## config.mk

```make
export PLATFORM = sky130hd
export DESIGN_NAME = scan_alarm
export DESIGN_NICKNAME = d
export VERILOG_FILES = /design/src/scan_alarm_pkg.sv /design/src/scan_alarm.sv
export SDC_FILE = /design/constraint.sdc
export NUM_CORES = 2
export LEC_CHECK = 0
export BUFFER_PORTS_ARGS = -buffer_cell sky130_fd_sc_hd__buf_2
export CAP_MARGIN = 20
export CORE_MARGIN = 4
export CORE_UTILIZATION = 34
export CTS_CLUSTER_DIAMETER = 120
export DETAILED_ROUTE_END_ITERATION = 6
export SYNTH_ARGS = -nofsm -noshare
export SYNTH_HDL_FRONTEND = slang
export SYNTH_SLANG_ARGS = --single-unit
```

## constraint.sdc

```tcl
create_clock -name clk -period 205.5 [get_ports clk]
set_input_delay 41.1 -clock clk [delete_from_list [all_inputs] [get_ports clk]]
set_output_delay 41.1 -clock clk [all_outputs]
set_load 0.03 [all_outputs]
```

## src/scan_alarm_pkg.sv

```systemverilog
// Shared types and constants for the channel scaling and alarm block.
package scan_alarm_pkg;
    localparam int CHAN_COUNT = 8;
    localparam int VAL_W = 16;
    localparam int IDX_W = 3;
    localparam int FRAC_W = 12;
    localparam int UNIT_CHARS = 3;
    localparam logic [VAL_W-1:0] MIN_DEADBAND = 16'h0002;
    localparam logic [4:0] CHAR_DASH = 5'h00;
    localparam logic [4:0] CHAR_A = 5'h01;
    localparam logic [4:0] CHAR_Y = 5'h14;
    localparam logic [4:0] CHAR_C = 5'h03;
    localparam logic [4:0] CHAR_F = 5'h06;
    localparam logic [4:0] CHAR_DOT = 5'h1F;
    localparam logic [IDX_W-1:0] FIRST_CHAN = 3'h0;
    localparam int BLINK_BIT = 22;

    // Input kinds of a channel.
    typedef enum logic [1:0] {KIND_CURRENT, KIND_VOLTAGE, KIND_THERMO, KIND_OTHER_TEMP} input_kind_type;

    // Steps of the per-channel setup walk.
    typedef enum logic [3:0] {
        ST_MODE_SELECT, ST_LOW_SCALE, ST_OFFSET, ST_TARE, ST_SETPOINT,
        ST_LIMIT, ST_DEADBAND, ST_POLARITY, ST_UNIT
    } setup_step_type;

    // One channel's stored configuration.
    typedef struct packed {
        logic signed [VAL_W-1:0] low_scale;
        logic signed [VAL_W-1:0] high_scale;
        logic signed [VAL_W-1:0] offset;
        logic signed [VAL_W-1:0] tare;
        logic signed [VAL_W-1:0] setpoint;
        logic signed [VAL_W-1:0] limit;
        logic [VAL_W-1:0] deadband;
        logic normally_closed;
        logic enabled;
    } chan_cfg_type;

    // Write request from the keypad handler.
    typedef struct packed {
        logic valid;
        logic [IDX_W-1:0] chan;
        chan_cfg_type cfg;
    } cfg_write_type;

    // Key events from the front panel, one-cycle pulses.
    typedef struct packed {
        logic confirm;
        logic step;
        logic next_digit;
        logic step_down;
        logic [IDX_W-1:0] chan;
        input_kind_type kind;
        logic kind_write;
        logic [1:0] char_pos;
        logic relay_reset;
    } key_event_type;
endpackage

```

## src/scan_alarm.sv

```systemverilog
// Channel scaling, alarm relays, unit labels and setup sequencing.
`timescale 1ns/1ps
`default_nettype none
// Functional notes
// - Minimum input shows the low scale value.
// - Offset subtracted from raw input first.
// - Offset units follow current or voltage kind.
// - Tare subtracted from every scaled reading.
// - Deviation mode shows reading minus setpoint.
// - Universal first relay follows any alarm.
// - Own-channel first relay follows channel one.
// - Output activates when reading exceeds limit.
// - Release at or below limit minus deadband.
// - Deadband never below two.
// - Normally open closes contact when active.
// - Normally closed opens contact when active.
// - Three-character unit label per channel.
// - Letters step A to Y, below A dash.
// - Unprogrammed label shows three dots.
// - Changing input kind clears unit label.
// - Thermocouple loads C or F, still editable.
// - Temperature units toggle on step key.
// - Editable digit flashes.
// - Confirm walks setup steps then mode select.
// - Latched output holds until manual reset.
// - Disabled channels skipped, no error.
module scan_alarm
    import scan_alarm_pkg::*;
(
    input wire logic clk,
    input wire logic rst,
    input wire logic ce,
    input wire logic [VAL_W-1:0] raw_in,
    input wire logic [IDX_W-1:0] raw_chan,
    input wire logic raw_valid,
    input wire logic [VAL_W-1:0] full_span,
    input wire logic deviation_mode,
    input wire logic latched_mode,
    input wire logic first_relay_any_alarm,
    input wire cfg_write_type cfg_wr,
    input wire key_event_type keys,
    output logic signed [VAL_W-1:0] disp_value,
    output logic [IDX_W-1:0] disp_chan,
    output logic disp_valid,
    output logic [3*5-1:0] disp_units,
    output logic [CHAN_COUNT-1:0] relay_closed,
    output logic [CHAN_COUNT-1:0] alarm_active,
    output setup_step_type setup_step,
    output logic [1:0] edit_digit,
    output logic digit_blank,
    output logic offset_in_ma,
    output logic use_fahrenheit
);

    // Stored configuration per channel.
    chan_cfg_type cfg_r [CHAN_COUNT];
    // Input kind per channel, and Fahrenheit choice per channel.
    input_kind_type kind_r [CHAN_COUNT];
    logic [CHAN_COUNT-1:0] fahr_r;
    // Unit label characters per channel; programmed flag per channel.
    logic [4:0] unit_r [CHAN_COUNT][UNIT_CHARS];
    logic [CHAN_COUNT-1:0] unit_set_r;
    // Alarm state per channel.
    logic [CHAN_COUNT-1:0] alarm_r;
    // Readings shown last for each channel, held for alarm evaluation.
    logic signed [VAL_W-1:0] reading_r [CHAN_COUNT];
    logic [CHAN_COUNT-1:0] reading_ok_r;
    // Setup walk, edit cursor and blink counter.
    setup_step_type step_r;
    logic [1:0] digit_r;
    logic [BLINK_BIT:0] blink_r;

    // Linear scale of an offset-corrected input over the full span.
    // The product is kept two bits wider than both operand widths combined, so a full-span input
    // times a full display range cannot wrap before the divide.
    function automatic logic signed [VAL_W-1:0] scale_value(
        input logic signed [VAL_W-1:0] corrected,
        input logic [VAL_W-1:0] span,
        input logic signed [VAL_W-1:0] lo,
        input logic signed [VAL_W-1:0] hi
    );
        logic signed [2*VAL_W+1:0] prod;
        logic signed [2*VAL_W+1:0] quot;
        prod = (2*VAL_W+2)'(corrected) * (2*VAL_W+2)'(hi - lo);
        quot = (span == '0) ? '0 : prod / $signed({{(VAL_W+2){1'b0}}, span});
        scale_value = VAL_W'(quot) + lo;
    endfunction

    // Effective deadband, held at the floor.
    function automatic logic [VAL_W-1:0] eff_band(input logic [VAL_W-1:0] db);
        eff_band = (db < MIN_DEADBAND) ? MIN_DEADBAND : db;
    endfunction

    // Pipeline: offset removal, scaling, tare and deviation.
    logic signed [VAL_W-1:0] corrected;
    logic signed [VAL_W-1:0] scaled;
    logic signed [VAL_W-1:0] shown;
    chan_cfg_type cur_cfg;
    always_comb begin
        cur_cfg = cfg_r[raw_chan];
        // Offset is entered in the channel's own signal units, mA or V.
        corrected = $signed(raw_in) - cur_cfg.offset;
        // Zero corrected input lands exactly on low scale.
        scaled = scale_value(corrected, full_span, cur_cfg.low_scale, cur_cfg.high_scale);
        shown = scaled - cur_cfg.tare;
    end

    // Display register: a disabled channel is dropped and raises no error.
    always_ff @(posedge clk) begin
        if (rst) begin
            disp_value <= '0;
            disp_chan <= '0;
            disp_valid <= 1'b0;
        end else if (ce) begin
            disp_valid <= raw_valid && cur_cfg.enabled;
            if (raw_valid && cur_cfg.enabled) begin
                disp_chan <= raw_chan;
                // Deviation mode shows process minus setpoint.
                disp_value <= deviation_mode ? shown - cur_cfg.setpoint : shown;
            end
        end
    end

    // Latest reading per channel for the alarm comparators.
    always_ff @(posedge clk) begin
        if (rst) begin
            reading_ok_r <= '0;
            for (int i = 0; i < CHAN_COUNT; i++) begin
                reading_r[i] <= '0;
            end
        end else if (ce && raw_valid) begin
            reading_r[raw_chan] <= shown;
            reading_ok_r[raw_chan] <= cur_cfg.enabled;
        end
    end

    // Configuration store; the deadband floor is applied on write.
    always_ff @(posedge clk) begin
        if (rst) begin
            for (int i = 0; i < CHAN_COUNT; i++) begin
                cfg_r[i] <= '0;
                cfg_r[i].deadband <= MIN_DEADBAND;
            end
        end else if (ce && cfg_wr.valid) begin
            cfg_r[cfg_wr.chan] <= cfg_wr.cfg;
            cfg_r[cfg_wr.chan].deadband <= eff_band(cfg_wr.cfg.deadband);
        end
    end

    // Alarm with hysteresis; latched mode holds until a manual reset.
    always_ff @(posedge clk) begin
        if (rst) begin
            alarm_r <= '0;
        end else if (ce) begin
            for (int i = 0; i < CHAN_COUNT; i++) begin
                if (!reading_ok_r[i]) begin
                    alarm_r[i] <= 1'b0;
                end else if (reading_r[i] > cfg_r[i].limit) begin
                    alarm_r[i] <= 1'b1;
                end else if (latched_mode) begin
                    // Set wins over a reset that lands while still over limit.
                    if (keys.relay_reset && keys.chan == IDX_W'(i)) begin
                        alarm_r[i] <= 1'b0;
                    end
                // The band is widened as a signed number so negative readings compare right.
                end else if (32'(reading_r[i]) <= 32'(cfg_r[i].limit)
                             - $signed(32'(eff_band(cfg_r[i].deadband)))) begin
                    alarm_r[i] <= 1'b0;
                end
            end
        end
    end

    // Relay contacts: polarity per channel; first relay may follow any alarm.
    // Contacts are combinational from the alarm flops, so they settle in the alarm cycle.
    logic [CHAN_COUNT-1:0] drive;
    always_comb begin
        drive = alarm_r;
        drive[FIRST_CHAN] = first_relay_any_alarm ? (|alarm_r) : alarm_r[FIRST_CHAN];
        for (int i = 0; i < CHAN_COUNT; i++) begin
            // Closed when active if normally open, the reverse otherwise.
            relay_closed[i] = cfg_r[i].normally_closed ? !drive[i] : drive[i];
        end
    end
    assign alarm_active = alarm_r;

    // Input kind, temperature units and unit labels.
    always_ff @(posedge clk) begin
        if (rst) begin
            fahr_r <= '0;
            unit_set_r <= '0;
            for (int i = 0; i < CHAN_COUNT; i++) begin
                kind_r[i] <= KIND_CURRENT;
                for (int j = 0; j < UNIT_CHARS; j++) begin
                    unit_r[i][j] <= CHAR_DASH;
                end
            end
        end else if (ce) begin
            if (keys.kind_write && keys.kind != kind_r[keys.chan]) begin
                kind_r[keys.chan] <= keys.kind;
                for (int j = 0; j < UNIT_CHARS; j++) begin
                    unit_r[keys.chan][j] <= CHAR_DASH;
                end
                unit_set_r[keys.chan] <= 1'b0;
                if (keys.kind == KIND_THERMO) begin
                    // Last position carries the temperature letter.
                    unit_r[keys.chan][UNIT_CHARS-1] <= fahr_r[keys.chan] ? CHAR_F : CHAR_C;
                    unit_set_r[keys.chan] <= 1'b1;
                end
            end else if (keys.step && step_r == ST_UNIT) begin
                unit_set_r[keys.chan] <= 1'b1;
                if (keys.step_down) begin
                    // Below A gives the blanking dash; dash stays dash.
                    unit_r[keys.chan][keys.char_pos] <=
                        (unit_r[keys.chan][keys.char_pos] <= CHAR_A) ? CHAR_DASH
                        : unit_r[keys.chan][keys.char_pos] - 5'h01;
                end else begin
                    unit_r[keys.chan][keys.char_pos] <=
                        (unit_r[keys.chan][keys.char_pos] >= CHAR_Y) ? CHAR_Y
                        : unit_r[keys.chan][keys.char_pos] + 5'h01;
                end
            end else if (keys.step && step_r == ST_MODE_SELECT
                         && kind_r[keys.chan] >= KIND_THERMO) begin
                fahr_r[keys.chan] <= !fahr_r[keys.chan];
            end
        end
    end

    // Unit field of the displayed channel, dots when unprogrammed.
    always_comb begin
        for (int j = 0; j < UNIT_CHARS; j++) begin
            disp_units[j*5 +: 5] = unit_set_r[disp_chan] ? unit_r[disp_chan][j] : CHAR_DOT;
        end
    end
    assign offset_in_ma = (kind_r[disp_chan] == KIND_CURRENT);
    assign use_fahrenheit = fahr_r[disp_chan];

    // Setup walk on each confirm key press.
    always_ff @(posedge clk) begin
        if (rst) begin
            step_r <= ST_MODE_SELECT;
        end else if (ce && keys.confirm) begin
            case (step_r)
                ST_MODE_SELECT: step_r <= ST_LOW_SCALE;
                ST_LOW_SCALE: step_r <= ST_OFFSET;
                ST_OFFSET: step_r <= ST_TARE;
                ST_TARE: step_r <= ST_SETPOINT;
                ST_SETPOINT: step_r <= ST_LIMIT;
                ST_LIMIT: step_r <= ST_DEADBAND;
                ST_DEADBAND: step_r <= ST_POLARITY;
                ST_POLARITY: step_r <= ST_UNIT;
                default: step_r <= ST_MODE_SELECT;
            endcase
        end
    end
    assign setup_step = step_r;

    // Active digit cursor and flash; the cursor restarts on each new step.
    // The flash counter runs freely and only its top bit is seen, so the phase of
    // the flash at the entry of a step is arbitrary.
    always_ff @(posedge clk) begin
        if (rst) begin
            digit_r <= '0;
            blink_r <= '0;
        end else if (ce) begin
            blink_r <= blink_r + 1'b1;
            if (keys.confirm) begin
                digit_r <= '0;
            end else if (keys.next_digit) begin
                digit_r <= digit_r + 2'h1;
            end
        end
    end
    assign edit_digit = digit_r;
    assign digit_blank = (step_r != ST_MODE_SELECT) && blink_r[BLINK_BIT];

    // Output rises in the cycle after an over-limit reading is held.
    AST_OVER_LIMIT: assert property (@(posedge clk) disable iff (rst)
        (ce && reading_ok_r[1] && reading_r[1] > cfg_r[1].limit) |=> alarm_r[1])
        else $error("alarm not raised over limit");
    AST_DEADBAND_FLOOR: assert property (@(posedge clk) disable iff (rst)
        cfg_r[2].deadband >= MIN_DEADBAND)
        else $error("deadband below floor");
    AST_HOLD_IN_BAND: assert property (@(posedge clk) disable iff (rst)
        (ce && !latched_mode && alarm_r[1] && reading_ok_r[1]
         && 32'(reading_r[1]) > 32'(cfg_r[1].limit) - $signed(32'(cfg_r[1].deadband)))
        |=> alarm_r[1])
        else $error("alarm dropped inside deadband");
    AST_LATCH_HOLD: assert property (@(posedge clk) disable iff (rst)
        (ce && latched_mode && alarm_r[1] && reading_ok_r[1] && !keys.relay_reset) |=> alarm_r[1])
        else $error("latched alarm released");
    AST_UNIVERSAL: assert property (@(posedge clk) disable iff (rst)
        (first_relay_any_alarm && |alarm_r) |-> (relay_closed[0] != cfg_r[0].normally_closed))
        else $error("universal relay idle during alarm");
    AST_OWN_CHAN: assert property (@(posedge clk) disable iff (rst)
        (!first_relay_any_alarm) |-> (relay_closed[0] == (alarm_r[0] ^ cfg_r[0].normally_closed)))
        else $error("first relay not following channel one");
    AST_POLARITY: assert property (@(posedge clk) disable iff (rst)
        relay_closed[2] == (alarm_r[2] ^ cfg_r[2].normally_closed))
        else $error("relay polarity wrong");
    AST_SKIP_OFF: assert property (@(posedge clk) disable iff (rst)
        (ce && raw_valid && !cfg_r[raw_chan].enabled) |=> !disp_valid)
        else $error("disabled channel displayed");
    AST_WALK_BACK: assert property (@(posedge clk) disable iff (rst)
        (ce && keys.confirm && step_r == ST_UNIT) |=> step_r == ST_MODE_SELECT)
        else $error("setup did not return to mode select");
    AST_KIND_CLEAR: assert property (@(posedge clk) disable iff (rst)
        (ce && keys.kind_write && keys.kind != KIND_THERMO && keys.kind != kind_r[keys.chan])
        |=> !unit_set_r[$past(keys.chan)])
        else $error("unit label kept after kind change");
    // A thermocouple selection leaves a programmed label behind.
    AST_THERMO_LOAD: assert property (@(posedge clk) disable iff (rst)
        (ce && keys.kind_write && keys.kind == KIND_THERMO && keys.kind != kind_r[keys.chan])
        |=> unit_set_r[$past(keys.chan)])
        else $error("thermocouple letter not loaded");
    // Stepping never leaves the letter range.
    AST_STEP_CEIL: assert property (@(posedge clk) disable iff (rst)
        unit_r[1][0] <= CHAR_Y)
        else $error("unit letter above top letter");
    AST_UNIT_DOTS: assert property (@(posedge clk) disable iff (rst)
        !unit_set_r[disp_chan] |-> disp_units == {UNIT_CHARS{CHAR_DOT}})
        else $error("unprogrammed label not shown as dots");
    // The step key in mode select flips the temperature units of a temperature channel.
    AST_TEMP_TOGGLE: assert property (@(posedge clk) disable iff (rst)
        (ce && keys.step && !keys.kind_write && step_r == ST_MODE_SELECT
         && kind_r[keys.chan] >= KIND_THERMO)
        |=> fahr_r[$past(keys.chan)] != $past(fahr_r[keys.chan]))
        else $error("temperature units not toggled");
    AST_DIGIT_RESTART: assert property (@(posedge clk) disable iff (rst)
        (ce && keys.confirm) |=> edit_digit == '0)
        else $error("digit cursor not restarted");
    AST_BLANK_IDLE: assert property (@(posedge clk) disable iff (rst)
        (step_r == ST_MODE_SELECT) |-> !digit_blank)
        else $error("digit flashing outside setup");
    AST_LATCH_RESET: assert property (@(posedge clk) disable iff (rst)
        (ce && latched_mode && reading_ok_r[1] && reading_r[1] <= cfg_r[1].limit
         && keys.relay_reset && keys.chan == 3'h1) |=> !alarm_r[1])
        else $error("latched alarm not reset");
    // A reading at or below limit minus band drops a non-latched alarm.
    AST_RELEASE: assert property (@(posedge clk) disable iff (rst)
        (ce && !latched_mode && reading_ok_r[1]
         && 32'(reading_r[1]) <= 32'(cfg_r[1].limit) - $signed(32'(cfg_r[1].deadband)))
        |=> !alarm_r[1])
        else $error("alarm held below deadband");
endmodule
`default_nettype wire

```

Yosys cells after proc, flatten, opt, wreduce, memory -nomap -nowiden
Memory sizes are Yosys's and may differ from the RTL's. A register that Yosys moved wholly into a read port is not among the register bits.
Index checks and enable logic that the tools add are counted.
{"block": "classes", "add_sub_neg": 17, "multipliers": 1, "div": 1, "order_cmp": 35, "eq_ne": 26, "shift": 0, "mux": 176, "bitwise_logic": 47, "n_reduce_logical": 53}
{"cell": "2-to-1 mux 16 bit", "count": 21}
{"cell": "<= comparator 16 x 18 -> 1 bit", "count": 8}
{"cell": "less-than comparator 16 x 2 -> 1 bit, second input constant", "count": 9}
{"cell": "subtractor 16 x 17 -> 18 bit", "count": 8}
{"cell": "greater-than comparator 16 bit", "count": 8}
{"cell": "2-to-1 mux 114 bit", "count": 1}
{"cell": "OR reduction 114 bit", "count": 1}
{"cell": "2-to-1 mux 1 bit", "count": 113}
{"cell": "inequality test 4 x 2 -> 1 bit, second input constant", "count": 16}
{"cell": "2-to-1 mux 15 bit", "count": 4}
{"cell": "subtractor 16 bit", "count": 3}
{"cell": "2-to-1 mux 5 bit", "count": 9}
{"cell": "OR 1 bit", "count": 40}
{"cell": "divider 34 x 16 -> 34 bit", "count": 1}
{"cell": "multiplier 16 x 17 -> 33 bit", "count": 1}
{"cell": "2-to-1 mux 3 bit", "count": 11}
{"cell": "2-to-1 mux 8 bit", "count": 3}
{"cell": "AND reduction 3 bit", "count": 8}
{"cell": "adder 23 x 1 -> 23 bit, second input constant", "count": 1}
{"cell": "logical AND 1 bit", "count": 20}
{"cell": "subtractor 16 x 16 -> 17 bit", "count": 1}
{"cell": "adder 16 bit", "count": 1}
{"cell": "bitwise mux 8 bit", "count": 2}
{"cell": "zero test 16 bit", "count": 1}
{"cell": "39 further kinds", "count": 65}
{"block": "word_totals", "register_bits": 81, "latchBits": 0, "ramBits": 1176, "mem_bits_ro": 32, "in_bits": 173, "output_inout_bits": 60, "elab_cells": 378, "mem_count": 5}
{"memory": "cfg_r", "depth": 8, "word_bits": 114, "read_ports": 9, "rd_ports_with_merged_regs": 0, "wr": 8, "line": "scan_alarm.sv:56", "rtl": "chan_cfg_type cfg_r [CHAN_COUNT];"}
{"memory": "reading_r", "depth": 8, "word_bits": 16, "read_ports": 8, "rd_ports_with_merged_regs": 0, "wr": 8, "line": "scan_alarm.sv:66", "rtl": "logic signed [VAL_W-1:0] reading_r [CHAN_COUNT];"}
{"memory": "unit_r", "depth": 8, "word_bits": 15, "read_ports": 2, "rd_ports_with_merged_regs": 1, "wr": 8, "line": "scan_alarm.sv:61", "rtl": "logic [4:0] unit_r [CHAN_COUNT][UNIT_CHARS];"}
{"memory": "(no name shown)", "depth": 8, "word_bits": 4, "read_ports": 1, "rd_ports_with_merged_regs": 1, "wr": 0, "line": "scan_alarm.sv:243", "rtl": "case (step_r)"}
{"memory": "kind_r", "depth": 8, "word_bits": 2, "read_ports": 2, "rd_ports_with_merged_regs": 1, "wr": 8, "line": "scan_alarm.sv:58", "rtl": "input_kind_type kind_r [CHAN_COUNT];"}

Longest topological paths before layout
An unclocked memory read counts as a cell.
{"block": "logic_depth", "ltp_word": 12, "depth_mapped": 599, "ltp_nobuf": 551}

Least setup slack after synthesis
OpenSTA, ideal clock, no wires.
{"block": "synth_path", "path_type": "input to register", "start": "input port raw_chan[2]", "end": "register disp_value[15]", "setup_ps": 132, "t_arrival_ps": 154975, "t_required_ps": 205368, "slack_ps": 50393, "stages": 575, "path_buffers": 59, "cell_sequence": "clkbuf_1 > nor3b_1 > clkbuf_1 > buf_1 > buf_1 > a22oi_1 > nand4_1 > ha_1 > inv_1 > fa_1 > a21o_1 > a21oi_1 > o21bai_1 > a21oi_1 > o21bai_1 > a21oi_1 > o21bai_1 > a21oi_1 > (+539 left out) > ha_1 > a21o_1 > a21o_1 > a21oi_1 > o21ai_0 > a21oi_1 > o21ai_0 > a21o_1 > a21o_1 > a21oi_1 > o21bai_1 > a21oi_1 > o21bai_1 > a21oi_1 > xor2_1 > a21oi_1 > o21ai_0 > a21oi_1"}
{"block": "synth_via", "elab_chain_len": 9, "elab_cells_between_ends": 12, "cone_classes": "5 x add/sub; 1 x mul; 1 x div; 2 x mux; 2 x reduce/logical; 1 x memory"}
{"element": "start, declared", "line": "scan_alarm.sv:34", "rtl": "input wire logic [IDX_W-1:0] raw_chan,"}
{"element": "memory (8 x 114 bit) (*)"}
{"element": "subtractor 16 bit / subtractor 16 x 16 -> 17 bit (equally long branches)", "line": "scan_alarm.sv:102, scan_alarm.sv:84"}
{"element": "multiplier 16 x 17 -> 33 bit", "line": "scan_alarm.sv:84", "rtl": "prod = (2*VAL_W+2)'(corrected) * (2*VAL_W+2)'(hi - lo);"}
{"element": "divider 34 x 16 -> 34 bit", "line": "scan_alarm.sv:85", "rtl": "quot = (span == '0) ? '0 : prod / $signed({{(VAL_W+2){1'b0}}, span});"}
{"element": "2-to-1 mux 16 bit", "line": "scan_alarm.sv:85"}
{"element": "adder 16 bit", "line": "scan_alarm.sv:86", "rtl": "scale_value = VAL_W'(quot) + lo;"}
{"element": "subtractor 16 bit (*)", "line": "scan_alarm.sv:105", "rtl": "shown = scaled - cur_cfg.tare;"}
{"element": "named net shown[2]", "line": "scan_alarm.sv:97", "rtl": "logic signed [VAL_W-1:0] shown;"}
{"element": "subtractor 16 bit (*)", "line": "scan_alarm.sv:119", "rtl": "disp_value <= deviation_mode ? shown - cur_cfg.setpoint : shown;"}
{"element": "2-to-1 mux 16 bit (*)", "line": "scan_alarm.sv:119"}
{"element": "end signal, assigned", "line": "scan_alarm.sv:119"}
{"element": "end, declared", "line": "scan_alarm.sv:42", "rtl": "output logic signed [VAL_W-1:0] disp_value,"}
The timed path passes the listed nets; every way through them passes the cells marked *.
A chain may end at the register's enable or synchronous reset.

Final worst setup path
Same ends and word-level chain as after synthesis.

==> key figures <==
Critical path
  – Worst EP arrival: 165.46 ns
  – Crit Path Category: primary input to register
  – Critical R2R Launch: cfg_r[5][83]
  – Critical path endpoint: disp_value[15]
  – Worst path bufs/invs: 25
  – Worst Setup SP: raw_chan[2]
  – Worst path depth: 534
  – Crit end category: register
  – Crit Path Max Fanout: 38
  – Delay-heaviest family, CP: compound AO/OA/AOI/OAI gates
  – Depth of the most critical reg-to-reg path: 528
  – R2R setup slack: 82.21 ns
  – Startpoint Class: primary input
  – Worst path slowest cell: fa_1
  – Most frequent CP cell: o21a_1
  – Slowest Stage Delay on Critical Path: 0.93 ns
  – Critical Path RT: 206.13 ns
  – Critical R2R Capture: disp_value[15]

Drt
  – Detail Route Antenna Nets: 0
  – Initial DRC Count: 7694
  – Post-route DRC: 0
  – Via/cell ratio: 5.580
  – 1st-pass router iterations: 6
  – Wire per inst: 22.57 um
  – Routed wire length: 338500 um
  – Vias post-DR: 83690

Logic synthesis
  – Largest family of logic cells by synthesized area: simple AND/OR/NAND/NOR gates
  – Post-synthesis adder-cell area fraction: 17.77%
  – Share of the synthesized area in the top cell type: 34.06%
  – Post-Syn Nets: 12260
  – Seq/Total Area, Yosys: 35.76%
  – Simple-gate share of the synthesized area: 19.94%
  – Yosys top cell by area: edfxtp_1
  – EDFF count, synth: 1176
  – Post-synthesis mux area share: 3.208%
  – Library cells used by synthesis: 127
  – #FFs+latches synth: 1264
  – Synth Cell Area: 103700 sq um
  – Ys async rst share: 0%
  – Post-synthesis compound-gate area fraction: 15.13%
  – Syn. warnings: 0
  – Syn_area_per_cell: 9.607 sq um
  – Predominant post-synthesis flop cell: edfxtp_1
  – Post-Synth XOR/XNOR Area: 3.307%
  – Post-Synthesis Cells: 10790
  – Synth area leaders: edfxtp_1, ha_1, fa_1, and3_1, nor2_1

Clocking
  – Post-CTS sizing: 0
  – CTS clk-pin slew, worst paths: 0.06 ns
  – # clock sinks: 1264
  – Max H-tree Level: 4
  – CTS tree: yes
  – Number of CTS-inserted buffers: 145
  – Clock latency on the worst-skew pair: 0.89 ns
  – CTS Hold Bufs: 0
  – Post-CTS setup buffers: 0
  – Clock Tree Buf Depth: 4
  – Root buffer cell: clkbuf_16

Final layout
  – Net count, final: 12340
  – Final non-filler cell total: 15000
  – Area growth syn-to-layout: 10.17%
  – Layout cells sized above 1: 8.837%
  – Most frequent cells in the layout: edfxtp_1, ha_1, nor2_1, inv_1, and3_1
  – Most common cell after layout, fill and taps aside: edfxtp_1
  – Multi-input gate area: 61830 sq um
  – FF+latch area: 37080 sq um
  – Fillers: 30260

STA
  – Slew of the pin with the lowest slew margin: 1.136 ns
  – Finish-stage setup viols: 0
  – Final worst path period share: 80.21%
  – RSZ-0062 raised after global routing: false
  – Final hold viol count: 0
  – Rel. slew slack: 23.23%
  – Hold Slack: 0.4601 ns
  – Achievable Freq: 6.067 MHz
  – Fin crit period: 164.83 ns
  – Setup tns final: 0 ns
  – Final clock skew: 0.1273 ns
  – Final Slew Violations: 0

Die
  – Core area: 303300 sq um
  – Die Span Y: 560.2 um
  – I/O pin count: 233
  – Die width: 560.2 um
  – Row count: 202
  – Starting Density: 34.18%
  – Die area: 313800 sq um

Place
  – Detail Placement HPWL: 238600 um
  – PortBufs: 232
  – Placed insts: 14700
  – GPL Wtd Cong: 0.9198

Worst hold path
  – Hold_sp: disp_value[0]
  – HP Class: register to register

Global routing
  – Initial antenna violation count: 80
  – Vias in the first global route: 80770
  – Largest net degree at the start of global routing: 174
  – Grt ovf: 0
  – First-pass GRT wire length: 507500 um
  – Gr usage total: 20.80%

Job
  – Max-Cap Viols: 0

Run status
  – Status: finished clean
## final cells by class
class	count	share of cell area [%]
timing repair buffer	383	2.079
clock buffer	182	3.471
inverter	888	2.918
tap	3978	4.357
multi-input combinational	8189	54.13
antenna	42	0.09201
clock inverter	71	0.4940
sequential	1264	32.46
## layer usage
layer | global-route usage [%] | vias up | routed length (um)
met1 | 28.42 | 40500 | 149200
met2 | 33.06 | 2948 | 151000
met5 | 0 | - | 200
met4 | 7.323 | 28 | 12480
li1 | - | 39600 | -
met3 | 3.695 | 609 | 25590
## how the worst min path moves through the flow
| stage | end | cells after the start |
|---|---|---|
| 3_3_place_gp | disp_value[2] | 2 |
| 2_1_floorplan | fahr_r[2] | 2 |
| 4_1_cts | disp_value[0] | 2 |
| 3_5_place_dp | disp_value[2] | 2 |
| 5_1_grt | fahr_r[6] | 2 |
| 6_report | disp_value[0] | 2 |
## Yosys cell counts, types with 34 or more instances
master,instances
or3_1,71
xor2_1,147
a22o_1,35
inv_1,886
nand2b_1,219
edfxtp_1,1176
dfxtp_1,88
a31oi_1,56
nand4_1,152
o31ai_1,112
ha_1,988
nand2_1,677
nor4_1,63
nor3_1,310
and2_1,309
o21ai_0,316
a21o_1,228
mux2i_1,66
buf_1,34
mux2_2,81
nor2b_1,101
a211oi_1,59
fa_1,303
clkbuf_1,388
mux4_2,75
a221oi_1,42
o21a_1,249
or2_2,90
a22oi_1,257
a21oi_1,534
o21bai_1,56
nor2_1,893
and3_1,759
nand3_1,182
o211ai_1,51
xnor2_1,240
## flip-flops by register name (all words and copies together), names as in the netlist, named ones only
| signal | count |
|---|---|
| edit_digit | 2 |
| setup_step | 4 |
| disp_chan | 3 |
| disp_valid | 1 |
| unit_r | 120 |
| disp_value | 16 |
| blink_r | 23 |
| kind_r | 16 |
| alarm_active | 8 |
| fahr_r | 8 |
| cfg_r | 912 |
| reading_r | 128 |
| reading_ok_r | 8 |
## cells by family (layout without fill, tap and decap cells)
kind of cell             count (synthesis)  count (layout)
AND/OR/NAND/NOR                       3971            3971
AO/OA/AOI/OAI                         2311            2311
flip-flops                            1264            1264
XOR/XNOR                               389             389
other                                    0              42
buffers and inverters                 1339            1524
multiplexers                           227             227
adder cells (fa/ha/maj)               1291            1291
## through the flow
stage               instance area, sq um  util (%)  worst slack, ns
floorplan                         103700         -            50.39
global placement                  109500     36.12            43.65
detailed placement                109600     36.13            41.17
global route                      114200     37.64            29.90
finish                            114200     37.66            40.67
CTS                               114100     37.62            41.55
## worst reg2reg max path: cells and delay by family, from the launching register on
family,cells,cell delay (ns)
AOI/OAI and AO/OA,328,70.90
and+or+nand+nor,121,27.73
adders and majority gates,46,16.21
buffers and inverters,21,3.67
muxes,9,3.21
xor gates and xnor gates,3,0.96
DFF,1,0.36
Power is not shown: default switching activity piles up to over one toggle a cycle in this logic, so the estimate is an artifact.
